===== src/inc/pmc_pkg.sv =====
/*
 * Constants, field layout and carrier types of the power-management
 * capability block. Assumes a dword-wide configuration access port
 * whose byte address is dword aligned.
 */
package pmc_pkg;

    // Configuration dword offsets
    localparam logic [7:0] PMC_CAP_DW_OFS = 8'ha0;
    localparam logic [7:0] PMC_CSR_DW_OFS = 8'ha4;

    // Capability list header bytes
    localparam logic [7:0] PMC_CAP_ID = 8'h01;
    localparam logic [7:0] PMC_NEXT_PTR = 8'h00;

    // Power capabilities word fields
    localparam int PMC_CAP_D3C_WAKE_BIT = 15;
    localparam logic [3:0] PMC_CAP_WAKE_FIXED = 4'hf;
    localparam logic PMC_CAP_D2_SUPPORT = 1'b1;
    localparam logic PMC_CAP_D1_STATE_SUPPORTED = 1'b1;
    localparam logic [2:0] PMC_CAP_RSVD = 3'h0;
    localparam logic PMC_CAP_DEV_INIT = 1'b0;
    localparam logic [2:0] PMC_CAP_REVISION = 3'h2;
    localparam logic PMC_CAP_D3C_WAKE_RST = 1'b1;

    // Control/status word fields
    localparam int PMC_CSR_WAKE_STAT_BIT = 15;
    localparam int PMC_CSR_WAKE_EN_BIT = 8;
    localparam logic [1:0] PMC_CSR_SCALE = 2'h0;
    localparam logic [3:0] PMC_CSR_SELECT = 4'h0;
    localparam logic [5:0] PMC_CSR_RSVD = 6'h0;
    localparam logic [15:0] PMC_CSR_RST = 16'h0000;

    // Byte lanes inside the configuration dwords
    localparam int PMC_LANE_CAP_LO = 2;
    localparam int PMC_LANE_CAP_HI = 3;
    localparam int PMC_LANE_CSR_LO = 0;
    localparam int PMC_LANE_CSR_HI = 1;

    // Internal function reset pulse length, in clock cycles
    localparam int PMC_FRST_CYCLES = 4;

    typedef enum logic [1:0] {
        PMC_D0 = 2'h0,
        PMC_D1 = 2'h1,
        PMC_D2 = 2'h2,
        PMC_D3HOT = 2'h3
    } pmc_pstate_e;

    typedef struct packed {
        logic req;
        logic wr;
        logic [7:0] addr;
        logic [3:0] be;
        logic [31:0] wdata;
    } pmc_cfg_req_s;

    typedef struct packed {
        logic ack;
        logic [31:0] rdata;
    } pmc_cfg_rsp_s;

endpackage


===== src/logic/pmc_power_cap.sv =====
/*
 * Power-management capability and control/status registers of a
 * card-bridge function, reached through its configuration access port.
 * Assumes config requests and wake events come from logic on clk; the
 * global and bus reset pins are asynchronous active-low levels.
 */
`timescale 1ns/100ps
module pmc_power_cap
    import pmc_pkg::*;
#(
    parameter logic AUX_SUPPLY_NEEDED = 1'b1,
    parameter logic WAKE_NEEDS_BUS_CLOCK = 1'b0,
    parameter int FRST_LEN = PMC_FRST_CYCLES
) (
    input wire logic clk,
    input wire logic sys_rst,
    input wire logic global_reset_in_n,
    input wire logic bus_reset_in_n,
    input wire pmc_cfg_req_s cfg_req,
    output pmc_cfg_rsp_s cfg_rsp,
    input wire logic wake_event_in,
    output logic wake_req_out,
    output logic wake_req_oe,
    output logic [1:0] power_state_field,
    output logic func_reset_out,
    output logic wake_ctx_keep
);

    localparam int FRST_W = $clog2(FRST_LEN + 1);

    typedef struct packed {
        logic d3c_wake;
        pmc_pstate_e pstate;
        logic wake_en;
        pmc_cfg_rsp_s rsp;
        logic [FRST_W-1:0] frst_cnt;
        logic frst;
        logic ctx_keep;
        logic wake_oe;
    } pmc_top_s;

    pmc_top_s st_q;
    pmc_top_s st_d;

    logic glb_rst_n_s;
    logic bus_rst_n_s;
    logic glb_clr;
    logic bus_clr;
    logic wake_stat;
    logic hit_cap;
    logic hit_csr;
    logic wr_cap_hi;
    logic wr_csr_lo;
    logic wr_csr_hi;
    logic stat_clr_wr;
    logic [15:0] cap_word;
    logic [15:0] csr_word;

    generate
        if (FRST_LEN < 1) begin : g_chk
            $error("pmc_power_cap: FRST_LEN must be at least 1");
        end
    endgenerate

    function automatic logic lane_wr(input pmc_cfg_req_s r,
                                     input logic hit, input int lane);
        lane_wr = r.req && r.wr && hit && r.be[lane];
    endfunction

    pmc_sync #(
        .WIDTH(2),
        .RST_VAL(2'h3)
    ) u_rst_sync (
        .clk(clk),
        .sys_rst(sys_rst),
        .pin_in({global_reset_in_n, bus_reset_in_n}),
        .level_out({glb_rst_n_s, bus_rst_n_s})
    );

    assign glb_clr = !glb_rst_n_s;
    assign bus_clr = !bus_rst_n_s;

    // Address decode
    always_comb begin
        hit_cap = 1'b0;
        hit_csr = 1'b0;
        if (cfg_req.addr == PMC_CAP_DW_OFS) begin
            hit_cap = 1'b1;
        end else if (cfg_req.addr == PMC_CSR_DW_OFS) begin
            hit_csr = 1'b1;
        end
    end

    assign wr_cap_hi = lane_wr(cfg_req, hit_cap, PMC_LANE_CAP_HI);
    assign wr_csr_lo = lane_wr(cfg_req, hit_csr, PMC_LANE_CSR_LO);
    assign wr_csr_hi = lane_wr(cfg_req, hit_csr, PMC_LANE_CSR_HI);
    assign stat_clr_wr = wr_csr_hi && cfg_req.wdata[8 + 7];

    pmc_wake u_wake (
        .clk(clk),
        .sys_rst(sys_rst),
        .glb_clr(glb_clr),
        .wake_event(wake_event_in),
        .clear_wr(stat_clr_wr),
        .wake_event_status(wake_stat)
    );

    // Capabilities word assembly
    always_comb begin
        logic any_wake;
        any_wake = st_q.d3c_wake || (|PMC_CAP_WAKE_FIXED);
        cap_word[PMC_CAP_D3C_WAKE_BIT] = st_q.d3c_wake;
        cap_word[14:11] = PMC_CAP_WAKE_FIXED;
        cap_word[10] = PMC_CAP_D2_SUPPORT;
        cap_word[9] = PMC_CAP_D1_STATE_SUPPORTED;
        cap_word[8:6] = PMC_CAP_RSVD;
        cap_word[5] = PMC_CAP_DEV_INIT;
        cap_word[4] = AUX_SUPPLY_NEEDED && st_q.d3c_wake;
        cap_word[3] = WAKE_NEEDS_BUS_CLOCK && any_wake;
        cap_word[2:0] = PMC_CAP_REVISION;
    end

    // Control/status word assembly
    always_comb begin
        csr_word[PMC_CSR_WAKE_STAT_BIT] = wake_stat;
        csr_word[14:13] = PMC_CSR_SCALE;
        csr_word[12:9] = PMC_CSR_SELECT;
        csr_word[PMC_CSR_WAKE_EN_BIT] = st_q.wake_en;
        csr_word[7:2] = PMC_CSR_RSVD;
        csr_word[1:0] = st_q.pstate;
    end

    always_comb begin
        pmc_pstate_e new_ps;
        new_ps = pmc_pstate_e'(cfg_req.wdata[1:0]);
        st_d = st_q;

        // Configuration answer, one cycle after the request
        st_d.rsp.ack = cfg_req.req;
        st_d.rsp.rdata = '0;
        if (cfg_req.req && !cfg_req.wr) begin
            if (hit_cap) begin
                st_d.rsp.rdata = {cap_word, PMC_NEXT_PTR, PMC_CAP_ID};
            end else if (hit_csr) begin
                st_d.rsp.rdata = {16'h0000, csr_word};
            end
        end

        if (wr_cap_hi) begin
            st_d.d3c_wake = cfg_req.wdata[16 + PMC_CAP_D3C_WAKE_BIT];
        end

        if (wr_csr_hi) begin
            st_d.wake_en = cfg_req.wdata[PMC_CSR_WAKE_EN_BIT];
        end

        // Function reset pulse countdown
        if (st_q.frst_cnt != '0) begin
            st_d.frst_cnt = st_q.frst_cnt - 1'b1;
        end
        st_d.frst = (st_d.frst_cnt != '0);

        if (wr_csr_lo) begin
            st_d.pstate = new_ps;
            case (st_q.pstate)
                PMC_D3HOT: begin
                    if (new_ps == PMC_D0) begin
                        st_d.frst_cnt = FRST_W'(FRST_LEN);
                        st_d.frst = 1'b1;
                        st_d.ctx_keep = st_q.wake_en;
                    end
                end
                default: begin
                end
            endcase
        end
        if (!st_d.frst) begin
            st_d.ctx_keep = 1'b0;
        end
        // Control/status word is not touched by frst

        // Drive request from status and enable
        // Never driven when disabled
        // Uses the next enable so a write that clears the enable bit drops the pin at once
        st_d.wake_oe = wake_stat && st_d.wake_en && !stat_clr_wr
                       && !glb_clr;

        // Bus reset spares wake enable, wake status and D3cold support; it clears the wake context flag
        if (bus_clr) begin
            st_d.pstate = PMC_D0;
            st_d.frst_cnt = '0;
            st_d.frst = 1'b0;
            st_d.ctx_keep = 1'b0;
        end

        // Of the two reset pins, only global reset clears wake enable
        if (glb_clr) begin
            st_d.d3c_wake = PMC_CAP_D3C_WAKE_RST;
            st_d.pstate = pmc_pstate_e'(PMC_CSR_RST[1:0]);
            st_d.wake_en = PMC_CSR_RST[PMC_CSR_WAKE_EN_BIT];
            st_d.frst_cnt = '0;
            st_d.frst = 1'b0;
            st_d.ctx_keep = 1'b0;
            st_d.wake_oe = 1'b0;
        end
    end

    always_ff @(posedge clk or posedge sys_rst) begin
        if (sys_rst) begin
            st_q <= '0;
            st_q.d3c_wake <= PMC_CAP_D3C_WAKE_RST;
        end else begin
            st_q <= st_d;
        end
    end

    assign cfg_rsp = st_q.rsp;
    assign wake_req_out = 1'b0;
    assign wake_req_oe = st_q.wake_oe;
    assign power_state_field = st_q.pstate;
    assign func_reset_out = st_q.frst;
    assign wake_ctx_keep = st_q.ctx_keep;

endmodule


===== src/logic/pmc_sync.sv =====
/*
 * Two-flop synchroniser for a group of pin levels.
 * Assumes levels from outside the clock domain; RST_VAL is the idle level.
 */
`timescale 1ns/100ps
module pmc_sync #(
    parameter int WIDTH = 1,
    parameter logic [WIDTH-1:0] RST_VAL = '0
) (
    input wire logic clk,
    input wire logic sys_rst,
    input wire logic [WIDTH-1:0] pin_in,
    output logic [WIDTH-1:0] level_out
);

    typedef struct packed {
        logic [WIDTH-1:0] meta;
        logic [WIDTH-1:0] stable;
    } pmc_sync_s;

    pmc_sync_s st_q;
    pmc_sync_s st_d;

    generate
        if (WIDTH < 1) begin : g_chk
            $error("pmc_sync: WIDTH must be at least 1");
        end
    endgenerate

    always_comb begin
        st_d.meta = pin_in;
        st_d.stable = st_q.meta;
    end

    always_ff @(posedge clk or posedge sys_rst) begin
        if (sys_rst) begin
            st_q <= {RST_VAL, RST_VAL};
        end else begin
            st_q <= st_d;
        end
    end

    assign level_out = st_q.stable;

endmodule


===== src/logic/pmc_wake.sv =====
/*
 * Sticky wake status flag: set by a wake event, cleared by a write of one.
 * Assumes event and clear strobes are single-cycle, on the same clock.
 */
`timescale 1ns/100ps
module pmc_wake (
    input wire logic clk,
    input wire logic sys_rst,
    input wire logic glb_clr,
    input wire logic wake_event,
    input wire logic clear_wr,
    output logic wake_event_status
);

    typedef struct packed {
        logic stat;
    } pmc_wake_s;

    pmc_wake_s st_q;
    pmc_wake_s st_d;

    always_comb begin
        st_d = st_q;
        if (glb_clr) begin
            st_d.stat = 1'b0;
        end else if (wake_event) begin
            st_d.stat = 1'b1;
        end else if (clear_wr) begin
            st_d.stat = 1'b0;
        end
    end

    always_ff @(posedge clk or posedge sys_rst) begin
        if (sys_rst) begin
            st_q <= '0;
        end else begin
            st_q <= st_d;
        end
    end

    assign wake_event_status = st_q.stat;

endmodule


===== config.mk =====
export PLATFORM = sky130hd
export DESIGN_NAME = pmc_power_cap
export DESIGN_NICKNAME = d
export VERILOG_FILES = /design/src/inc/pmc_pkg.sv /design/src/logic/pmc_power_cap.sv /design/src/logic/pmc_sync.sv /design/src/logic/pmc_wake.sv
export SDC_FILE = /design/constraint.sdc
export NUM_CORES = 1
export LEC_CHECK = 0
export ABC_AREA = 1
export BUFFER_PORTS_ARGS = -buffer_cell sky130_fd_sc_hd__buf_2
export CAP_MARGIN = 20
export CORE_ASPECT_RATIO = 0.8
export CORE_MARGIN = 2
export CORE_UTILIZATION = 44
export DETAILED_ROUTE_END_ITERATION = 8
export PLACE_DENSITY = 0.85
export SYNTH_ARGS = -nofsm -noshare
export SYNTH_HDL_FRONTEND = slang
export SYNTH_SLANG_ARGS = --single-unit

===== constraint.sdc =====
create_clock -name clk -period 2.9 [get_ports clk]
set_input_delay 0.29 -clock clk [delete_from_list [all_inputs] [get_ports clk]]
set_output_delay 0.29 -clock clk [all_outputs]
set_load 0.05 [all_outputs]

==> results of run 1 <==
==> placed cells by master, fill, tap and decap left out <==
| cell type | instances |
|---|---|
| a21oi_1 | 2 |
| o21ai_0 | 1 |
| nand3_1 | 7 |
| nand4_1 | 1 |
| dfstp_2 | 5 |
| nand4_2 | 1 |
| nor2_1 | 20 |
| nor2_2 | 1 |
| nor3_1 | 2 |
| nor3_2 | 1 |
| clkbuf_8 | 4 |
| o21bai_1 | 1 |
| nor2_4 | 1 |
| a21boi_1 | 1 |
| o21ai_1 | 2 |
| nor4_2 | 1 |
| dfrtp_1 | 17 |
| nand3b_1 | 1 |
| buf_2 | 41 |
| nand2_1 | 32 |
| ha_1 | 2 |
| conb_1 | 20 |
| inv_1 | 24 |
==> power by group <==
group	internal, mW	switching [mW]	total [mW]
combinational	0.0163	0.0833	0.0996
clock	0.121	0.0930	0.214
sequential	0.314	0.00243	0.316
total	0.451	0.179	0.630
==> sequential cells by signal (all words and copies together), names as in the netlist <==
signal / flops
st_q: 3
power_state_field: 2
csr_word: 1
u_rst_sync.st_d: 2
wake_req_oe: 1
cap_word: 1
u_wake.wake_event_status: 1
u_rst_sync.level_out: 2
cfg_rsp: 7
func_reset_out: 1
wake_ctx_keep: 1
==> layer usage <==
layer	share of wire (%)	global-route usage (%)	vias up
met5	0	0	-
met4	1.3	5.32	0
met3	8.0	4.30	5
met2	45	23.4	39
met1	45	15.7	409
li1	-	-	479
==> cell families after synthesis <==
logic type / after synthesis / share of synthesized area (%)
adders and majority gates: 2 / 1.94
and+or+nand+nor: 68 / 23.7
other: 1 / 0.290
AOI/OAI and AO/OA: 7 / 3.10
DFF: 22 / 43.1
buffers and inverters: 60 / 27.9
==> synth_stat cells <==
master    count
a21oi_1       2
nand4_1       1
o21ai_0       1
dfstp_2       5
nor2_4        1
dfrtp_1      17
o21bai_1      1
nand2_1      32
nor4_2        1
nand4_2       1
conb_1        1
nand3b_1      1
nor3_1        2
buf_4        36
a21boi_1      1
inv_1        24
nand3_1       7
ha_1          2
o21ai_1       2
nor2_2        1
nor3_2        1
nor2_1       20
==> worst paths after layout <==
| check | endpoint | slack (ps) | cells after the start |
|---|---|---|---|
| setup / recovery | wake_ctx_keep$_DFFE_PP0P_ | 1300 | 9 |
| hold / removal | u_rst_sync.st_d[1]$_DFF_PP1_ | 120 | 1 |
| setup reg to reg | wake_ctx_keep$_DFFE_PP0P_ | 1300 | 9 |
| hold reg to reg | u_rst_sync.level_out[0]$_DFF_PP1_ | 360 | 0 |
| max in group asynchronous | wake_ctx_keep$_DFFE_PP0P_ | 2240 | 2 |
| min in group asynchronous | func_reset_out$_DFF_PP0_ | 170 | 2 |
==> worst max-delay path, stage by stage, from the launching register on <==
cell     delay (ps)
dfrtp_1         380
inv_1            90
ha_1            170
nand2_1         100
o21ai_0         230
nand2_1         100
nor2_1          180
nand2_1          90
nand3_1          90
nor2_1           40
==> area by class of cell <==
class	count	area share, %
inverters	24	6.43
multi-input cells	97	31.9
well taps	38	3.39
flip-flops and latches	22	39.7
clock buffers	4	3.93
repair buffers	41	14.6
==> per-stage QoR <==
step                utilization (%)  std cells
detailed placement             48.3        222
finish                         50.3        226
global placement               48.3        222
floorplan                         -        179
global route                   50.3        226
CTS                            50.3        226
==> flow_metrics.py, run 1 <==
metrics = {
    "critical_path": {
        "arrival_ps": 1750,
        "start_kind": "flip-flop",
        "rr_startpoint": "st_q[3]$_DFF_PP0_",
        "setup.worst_path.start": "st_q[3]$_DFF_PP0_",
        "critPathKind": "flip-flop to flip-flop",
        "path_max_fanout": 4,
        "cp-end-kind": "flip-flop",
        "required_ps": 3060,
    },
    "route": {
        "wl_per_cell_microns": 9.55,
        "via_per_inst": 4.12,
        "drc": 0,
        "ant_nets": 0,
        "wl_mm": 2.16,
        "drt-pass1-iter-count": 4,
        "first_iter_violations": 43,
        "vias": 932,
    },
    "timing": {
        "report.final.hold_viol_count": 0,
        "period_share_pct": 55.1,
        "rsz0062_at_grt": "false",
        "drv_slew": 0,
        "setup_violations": 0,
        "tightest_slew_ps": 793,
        "skew_ps": 4.65,
        "fmax_mhz": 626,
        "fin_setup_tns_ps": 0,
        "slew_headroom_pct": 47.1,
        "fin_ws_ps": 1300,
        "period_minus_slack_ps": 1600,
        "holdWs_ps": 123,
    },
    "cts": {
        "postCtsSetupBuffers": 0,
        "cts_resized": 0,
        "cts_tree": "built",
        "clkTransAtPathRegs_ps": 70,
        "insertion_delay_ps": 260,
        "clock-sinks": 22,
        "clock_path_buffers": 2,
        "cts-root-buf": "clkbuf_8",
        "cts_hold_buffers": 0,
        "cts-htree-levels": 1,
        "cts_made_buffers": 3,
    },
    "finish": {
        "num_antenna_cells": 0,
        "multi_input_area_sq_um": 447,
        "drive_above_1_share_pct": 29.3,
        "syn_to_final_growth_pct": 8.42,
        "stdcell_area_sq_um": 1400,
        "seqCellArea_sq_um": 557,
        "finalNetCount": 242,
        "num-fill-cells": 282,
    },
    "grt": {
        "grt_max_degree": 23,
        "grt_pass1_wl_mm": 3.38,
        "grt_usage_pct": 13.5,
        "antenna_found_initial": 0,
        "grt_overflow": 0,
        "grt_pass1_vias": 825,
    },
    "status": {
        "outcome": "completed",
    },
    "place": {
        "dpl-instance-area_sq_um": 1350,
        "dp_hpwl_mm": 1.73,
        "post-place-ws_ps": 1390,
        "place.gp.congestion": 0.783,
        "port-buffer-count": 41,
    },
    "synthesis": {
        "ys_warn_count": 0,
        "syn_area_sq_um": 1290,
        "yosysTopAreaCellShare_pct": 32.9,
        "synth_area_leaders": "dfrtp_1 33%, buf_4 21%, dfstp_2 10%",
        "yosys.area.top_type": "dfrtp_1",
        "ys_types": 22,
        "seq_area_frac_synth_pct": 43.1,
        "synth_seq_cells": 22,
        "syn_inst": 160,
        "avgSynthCellArea_sq_um": 8.08,
    },
    "floorplan": {
        "dieArea_sq_um": 3390,
        "start_util_pct": 46.4,
        "die_w_microns": 64.6,
        "rows": 17,
        "coreArea_sq_um": 2790,
        "die_y_microns": 52.5,
        "io_pins": 90,
    },
    "hold_path": {
        "hold_path.class": "primary input to flip-flop",
        "hold_start": "global_reset_in_n",
    },
    "run": {
        "maxCapViolCount": 0,
    },
    "power": {
        "power_leakage_nw": 0.853,
        "p_total_mw": 0.630,
        "max-vdd-ir-drop_mv": 0.271,
        "power_density_nw_per_um2": 449,
    },
}
(Power assumes the default switching activity.)
==> run 2, diff against run 1 <==
--- a/config.mk
+++ b/config.mk
@@ -5,14 +5,14 @@
 export SDC_FILE = /design/constraint.sdc
 export NUM_CORES = 1
 export LEC_CHECK = 0
-export ABC_AREA = 1
+export ABC_AREA = 0
 export BUFFER_PORTS_ARGS = -buffer_cell sky130_fd_sc_hd__buf_2
 export CAP_MARGIN = 20
 export CORE_ASPECT_RATIO = 0.8
 export CORE_MARGIN = 2
-export CORE_UTILIZATION = 44
+export CORE_UTILIZATION = 40
 export DETAILED_ROUTE_END_ITERATION = 8
-export PLACE_DENSITY = 0.85
+export PLACE_DENSITY = 0.79
 export SYNTH_ARGS = -nofsm -noshare
 export SYNTH_HDL_FRONTEND = slang
 export SYNTH_SLANG_ARGS = --single-unit
==> constraint.sdc (replaced) <==
create_clock -name clk -period 1.5 [get_ports clk]
set_input_delay 0.15 -clock clk [delete_from_list [all_inputs] [get_ports clk]]
set_output_delay 0.15 -clock clk [all_outputs]
set_load 0.05 [all_outputs]
==> run 2 against run 1 <==
Effect of this change: critical path depth is 3 lower; clock skew rose by 3.0 ps; power up 120%; clock power grew to 2.6 times the previous value; fmax increased by 11%; setup slack got worse by 1200 ps; global-route usage down 0.65 points.
==> flow_metrics.py, run 2 <==
metrics = {
    "floorplan": {
        "coreArea_sq_um": 3040,
        "rows": 18,
        "die_y_microns": 54.2,
        "dieArea_sq_um": 3620,
        "io_pins": 90,
        "start_util_pct": 41.4,
        "die_w_microns": 66.8,
    },
    "route": {
        "drc": 0,
        "ant_nets": 0,
        "wl_mm": 2.19,
        "vias": 865,
        "drt-pass1-iter-count": 4,
        "first_iter_violations": 31,
        "via_per_inst": 4.37,
        "wl_per_cell_microns": 11.0,
    },
    "finish": {
        "num_antenna_cells": 0,
        "syn_to_final_growth_pct": 17.7,
        "finalNetCount": 212,
        "largest_register_ffs": 7,
        "most-common-layout-cells": "41 x buf_2, 20 x conb_1, 17 x dfrtp_1",
        "drive_above_1_share_pct": 41.8,
        "stdcell_area_sq_um": 1480,
        "final_common_cell": "buf_2",
        "num-fill-cells": 295,
        "utilization_pct": 48.8,
    },
    "timing": {
        "fmax_mhz": 697,
        "skew_ps": 7.68,
        "fin_setup_tns_ps": 0,
        "fin_ws_ps": 64.4,
        "period_minus_slack_ps": 1440,
        "period_share_pct": 95.7,
        "setup_violations": 0,
        "drv_slew": 0,
        "report.final.hold_viol_count": 0,
    },
    "power": {
        "power.switching_mw": 0.350,
        "comb_power_share_pct": 14.3,
        "seqPwrFrac_pct": 45.3,
        "pwr-share-clk_pct": 40.4,
        "p_total_mw": 1.35,
        "power_leakage_nw": 0.793,
        "max-vdd-ir-drop_mv": 0.871,
        "power_density_nw_per_um2": 913,
        "swShare_pct": 25.9,
        "intPower_mw": 1.00,
    },
    "run": {
        "maxCapViolCount": 0,
    },
    "critical_path": {
        "required_ps": 1650,
        "cp_slowest_cell": "dfrtp_1",
        "slowest_delay_ps": 400,
        "critPathKind": "flip-flop to flip-flop",
        "arrival_ps": 1580,
        "cp-end-kind": "flip-flop",
        "start_kind": "flip-flop",
        "worstPathCellList": "inv_1, ha_1, nor4b_1, a41oi_2, o21ai_1, a21oi_1",
        "path_max_fanout": 3,
    },
    "cts": {
        "clkTransAtPathRegs_ps": 80,
        "cts-htree-levels": 1,
        "cts_tree": "built",
        "postCtsSetupBuffers": 0,
        "cts-root-buf": "clkbuf_8",
        "clock-sinks": 22,
        "cts_made_buffers": 3,
        "insertion_delay_ps": 260,
        "clock_path_buffers": 2,
    },
    "synthesis": {
        "synth_seq_cells": 22,
        "yosysTopAreaCellShare_pct": 33.8,
        "yosysMostFrequentCell": "buf_4",
        "synth-edff-count": 0,
        "avgSynthCellArea_sq_um": 10.4,
        "seq_area_frac_synth_pct": 44.2,
        "syn_area_sq_um": 1260,
        "synth-main-ff-cell": "dfrtp_1",
        "ys_async_sr_fraction_pct": 100,
        "syn_inst": 121,
        "yosys.area.top_type": "dfrtp_1",
        "synth_area_leaders": "dfrtp_1 34%, buf_4 21%, dfstp_2 10%",
        "netlist_top_cells_count": "36 x buf_4, 17 x dfrtp_1, 6 x mux2i_1, 6 x nand3_1, 6 x nor2_1",
        "ys_types": 33,
        "ys_warn_count": 0,
    },
    "status": {
        "outcome": "completed",
    },
    "place": {
        "dp_hpwl_mm": 1.69,
        "post-place-ws_ps": 81.5,
        "port-buffer-count": 41,
        "dpl-instance-area_sq_um": 1360,
        "place.gp.congestion": 0.782,
    },
    "grt": {
        "grt_overflow": 0,
        "grt_max_degree": 23,
        "grt_usage_pct": 12.9,
        "grt_pass1_wl_mm": 3.31,
        "grt_pass1_vias": 735,
        "antenna_found_initial": 0,
    },
    "hold_path": {
        "hold_path.class": "primary input to flip-flop",
    },
}
## run 2: changes by cell type in the layout (fill, tap and decap cells not counted), sizes merged, moves of 3 or more
cell	delta
nand2	-26
inv	-20
nor2	-15
buf	+6
mux2i	+6
and2	+5
dlygate4sd3	+4
nor2b	+3
## run 2: final timing paths
| kind | from | endpoint | slack (ps) | cells after the start |
|---|---|---|---|---|
| hold / removal | cfg_req[15] | u_wake.wake_event_status$_DFFE_PP0P_ | 70 | 2 |
| setup / recovery | st_q[4]$_DFF_PP0_ | func_reset_out$_DFF_PP0_ | 60 | 6 |
| setup reg to reg | st_q[4]$_DFF_PP0_ | func_reset_out$_DFF_PP0_ | 60 | 6 |
| min in group asynchronous | sys_rst | cfg_rsp[15]$_DFF_PP0_ | 450 | 4 |
| max in group asynchronous | sys_rst | u_rst_sync.level_out[1]$_DFF_PP1_ | 760 | 4 |
| hold reg to reg | u_rst_sync.st_d[1]$_DFF_PP1_ | u_rst_sync.level_out[1]$_DFF_PP1_ | 360 | 0 |
## run 2: critical path, delay by kind of cell, from the launching register on
kind | cells | cell delay, ps
adders and majority gates | 1 | 180
buffers and inverters | 1 | 80
DFF | 1 | 400
AOI/OAI and AO/OA | 3 | 310
and+or+nand+nor | 1 | 360
## run 2: cell type report
class	instances	area, sq um	share of cell area [%]
clock buffer	3	41.3	2.78
clock inverter	1	30.0	2.03
inverter	4	15.0	1.01
multi-input combinational	77	499	33.7
sequential	22	557	37.6
tap	40	50.0	3.38
timing repair buffer	51	290	19.6
## run 2: layer usage
layer / GRT usage, % / part of all wire (%) / vias to the layer above
met3: 5.23 / 11 / 0
met2: 21.5 / 45 / 51
li1: - / - / 421
met5: 0 / 0 / -
met1: 15.6 / 44 / 393
met4: 3.06 / 0 / 0
## run 2: per-stage QoR
stage	cells	hold WS, ps
after floorplan	140	136
after global placement	190	196
after detailed placement	190	192
after CTS	198	68.3
after global routing	198	64.7
final	198	73.9
## run 2: what timing repair did
action / in CTS / in global routing
hold buffers: 4 / 0
setup endpoints to repair: 0 / 2
endpoints found under the hold margin: 20 / 0
resized for setup: 0 / 4
## run 2: cell families (layout without fill, tap and decap cells)
| kind of cell | after synthesis | in the layout | share of synthesized area (%) |
|---|---|---|---|
| buffers and inverters | 41 | 59 | 22.9 |
| flip-flops | 22 | 22 | 44.2 |
| AO/OA/AOI/OAI | 8 | 8 | 4.07 |
| other | 1 | 20 | 0.298 |
| multiplexers | 6 | 6 | 4.77 |
| XOR/XNOR | 1 | 1 | 0.695 |
| adder cells (fa/ha/maj) | 2 | 2 | 1.99 |
| AND/OR/NAND/NOR | 40 | 40 | 21.1 |
## run 2: power by group through the flow
stage / sequential (mW) / combinational (mW) / clock [mW]
detailed placement: 0.625 / 0.185 / 0
CTS: 0.614 / 0.193 / 0.562
finish: 0.613 / 0.194 / 0.547
floorplan: 0.620 / 0.186 / 0
global placement: 0.624 / 0.186 / 0
global route: 0.615 / 0.206 / 0.599
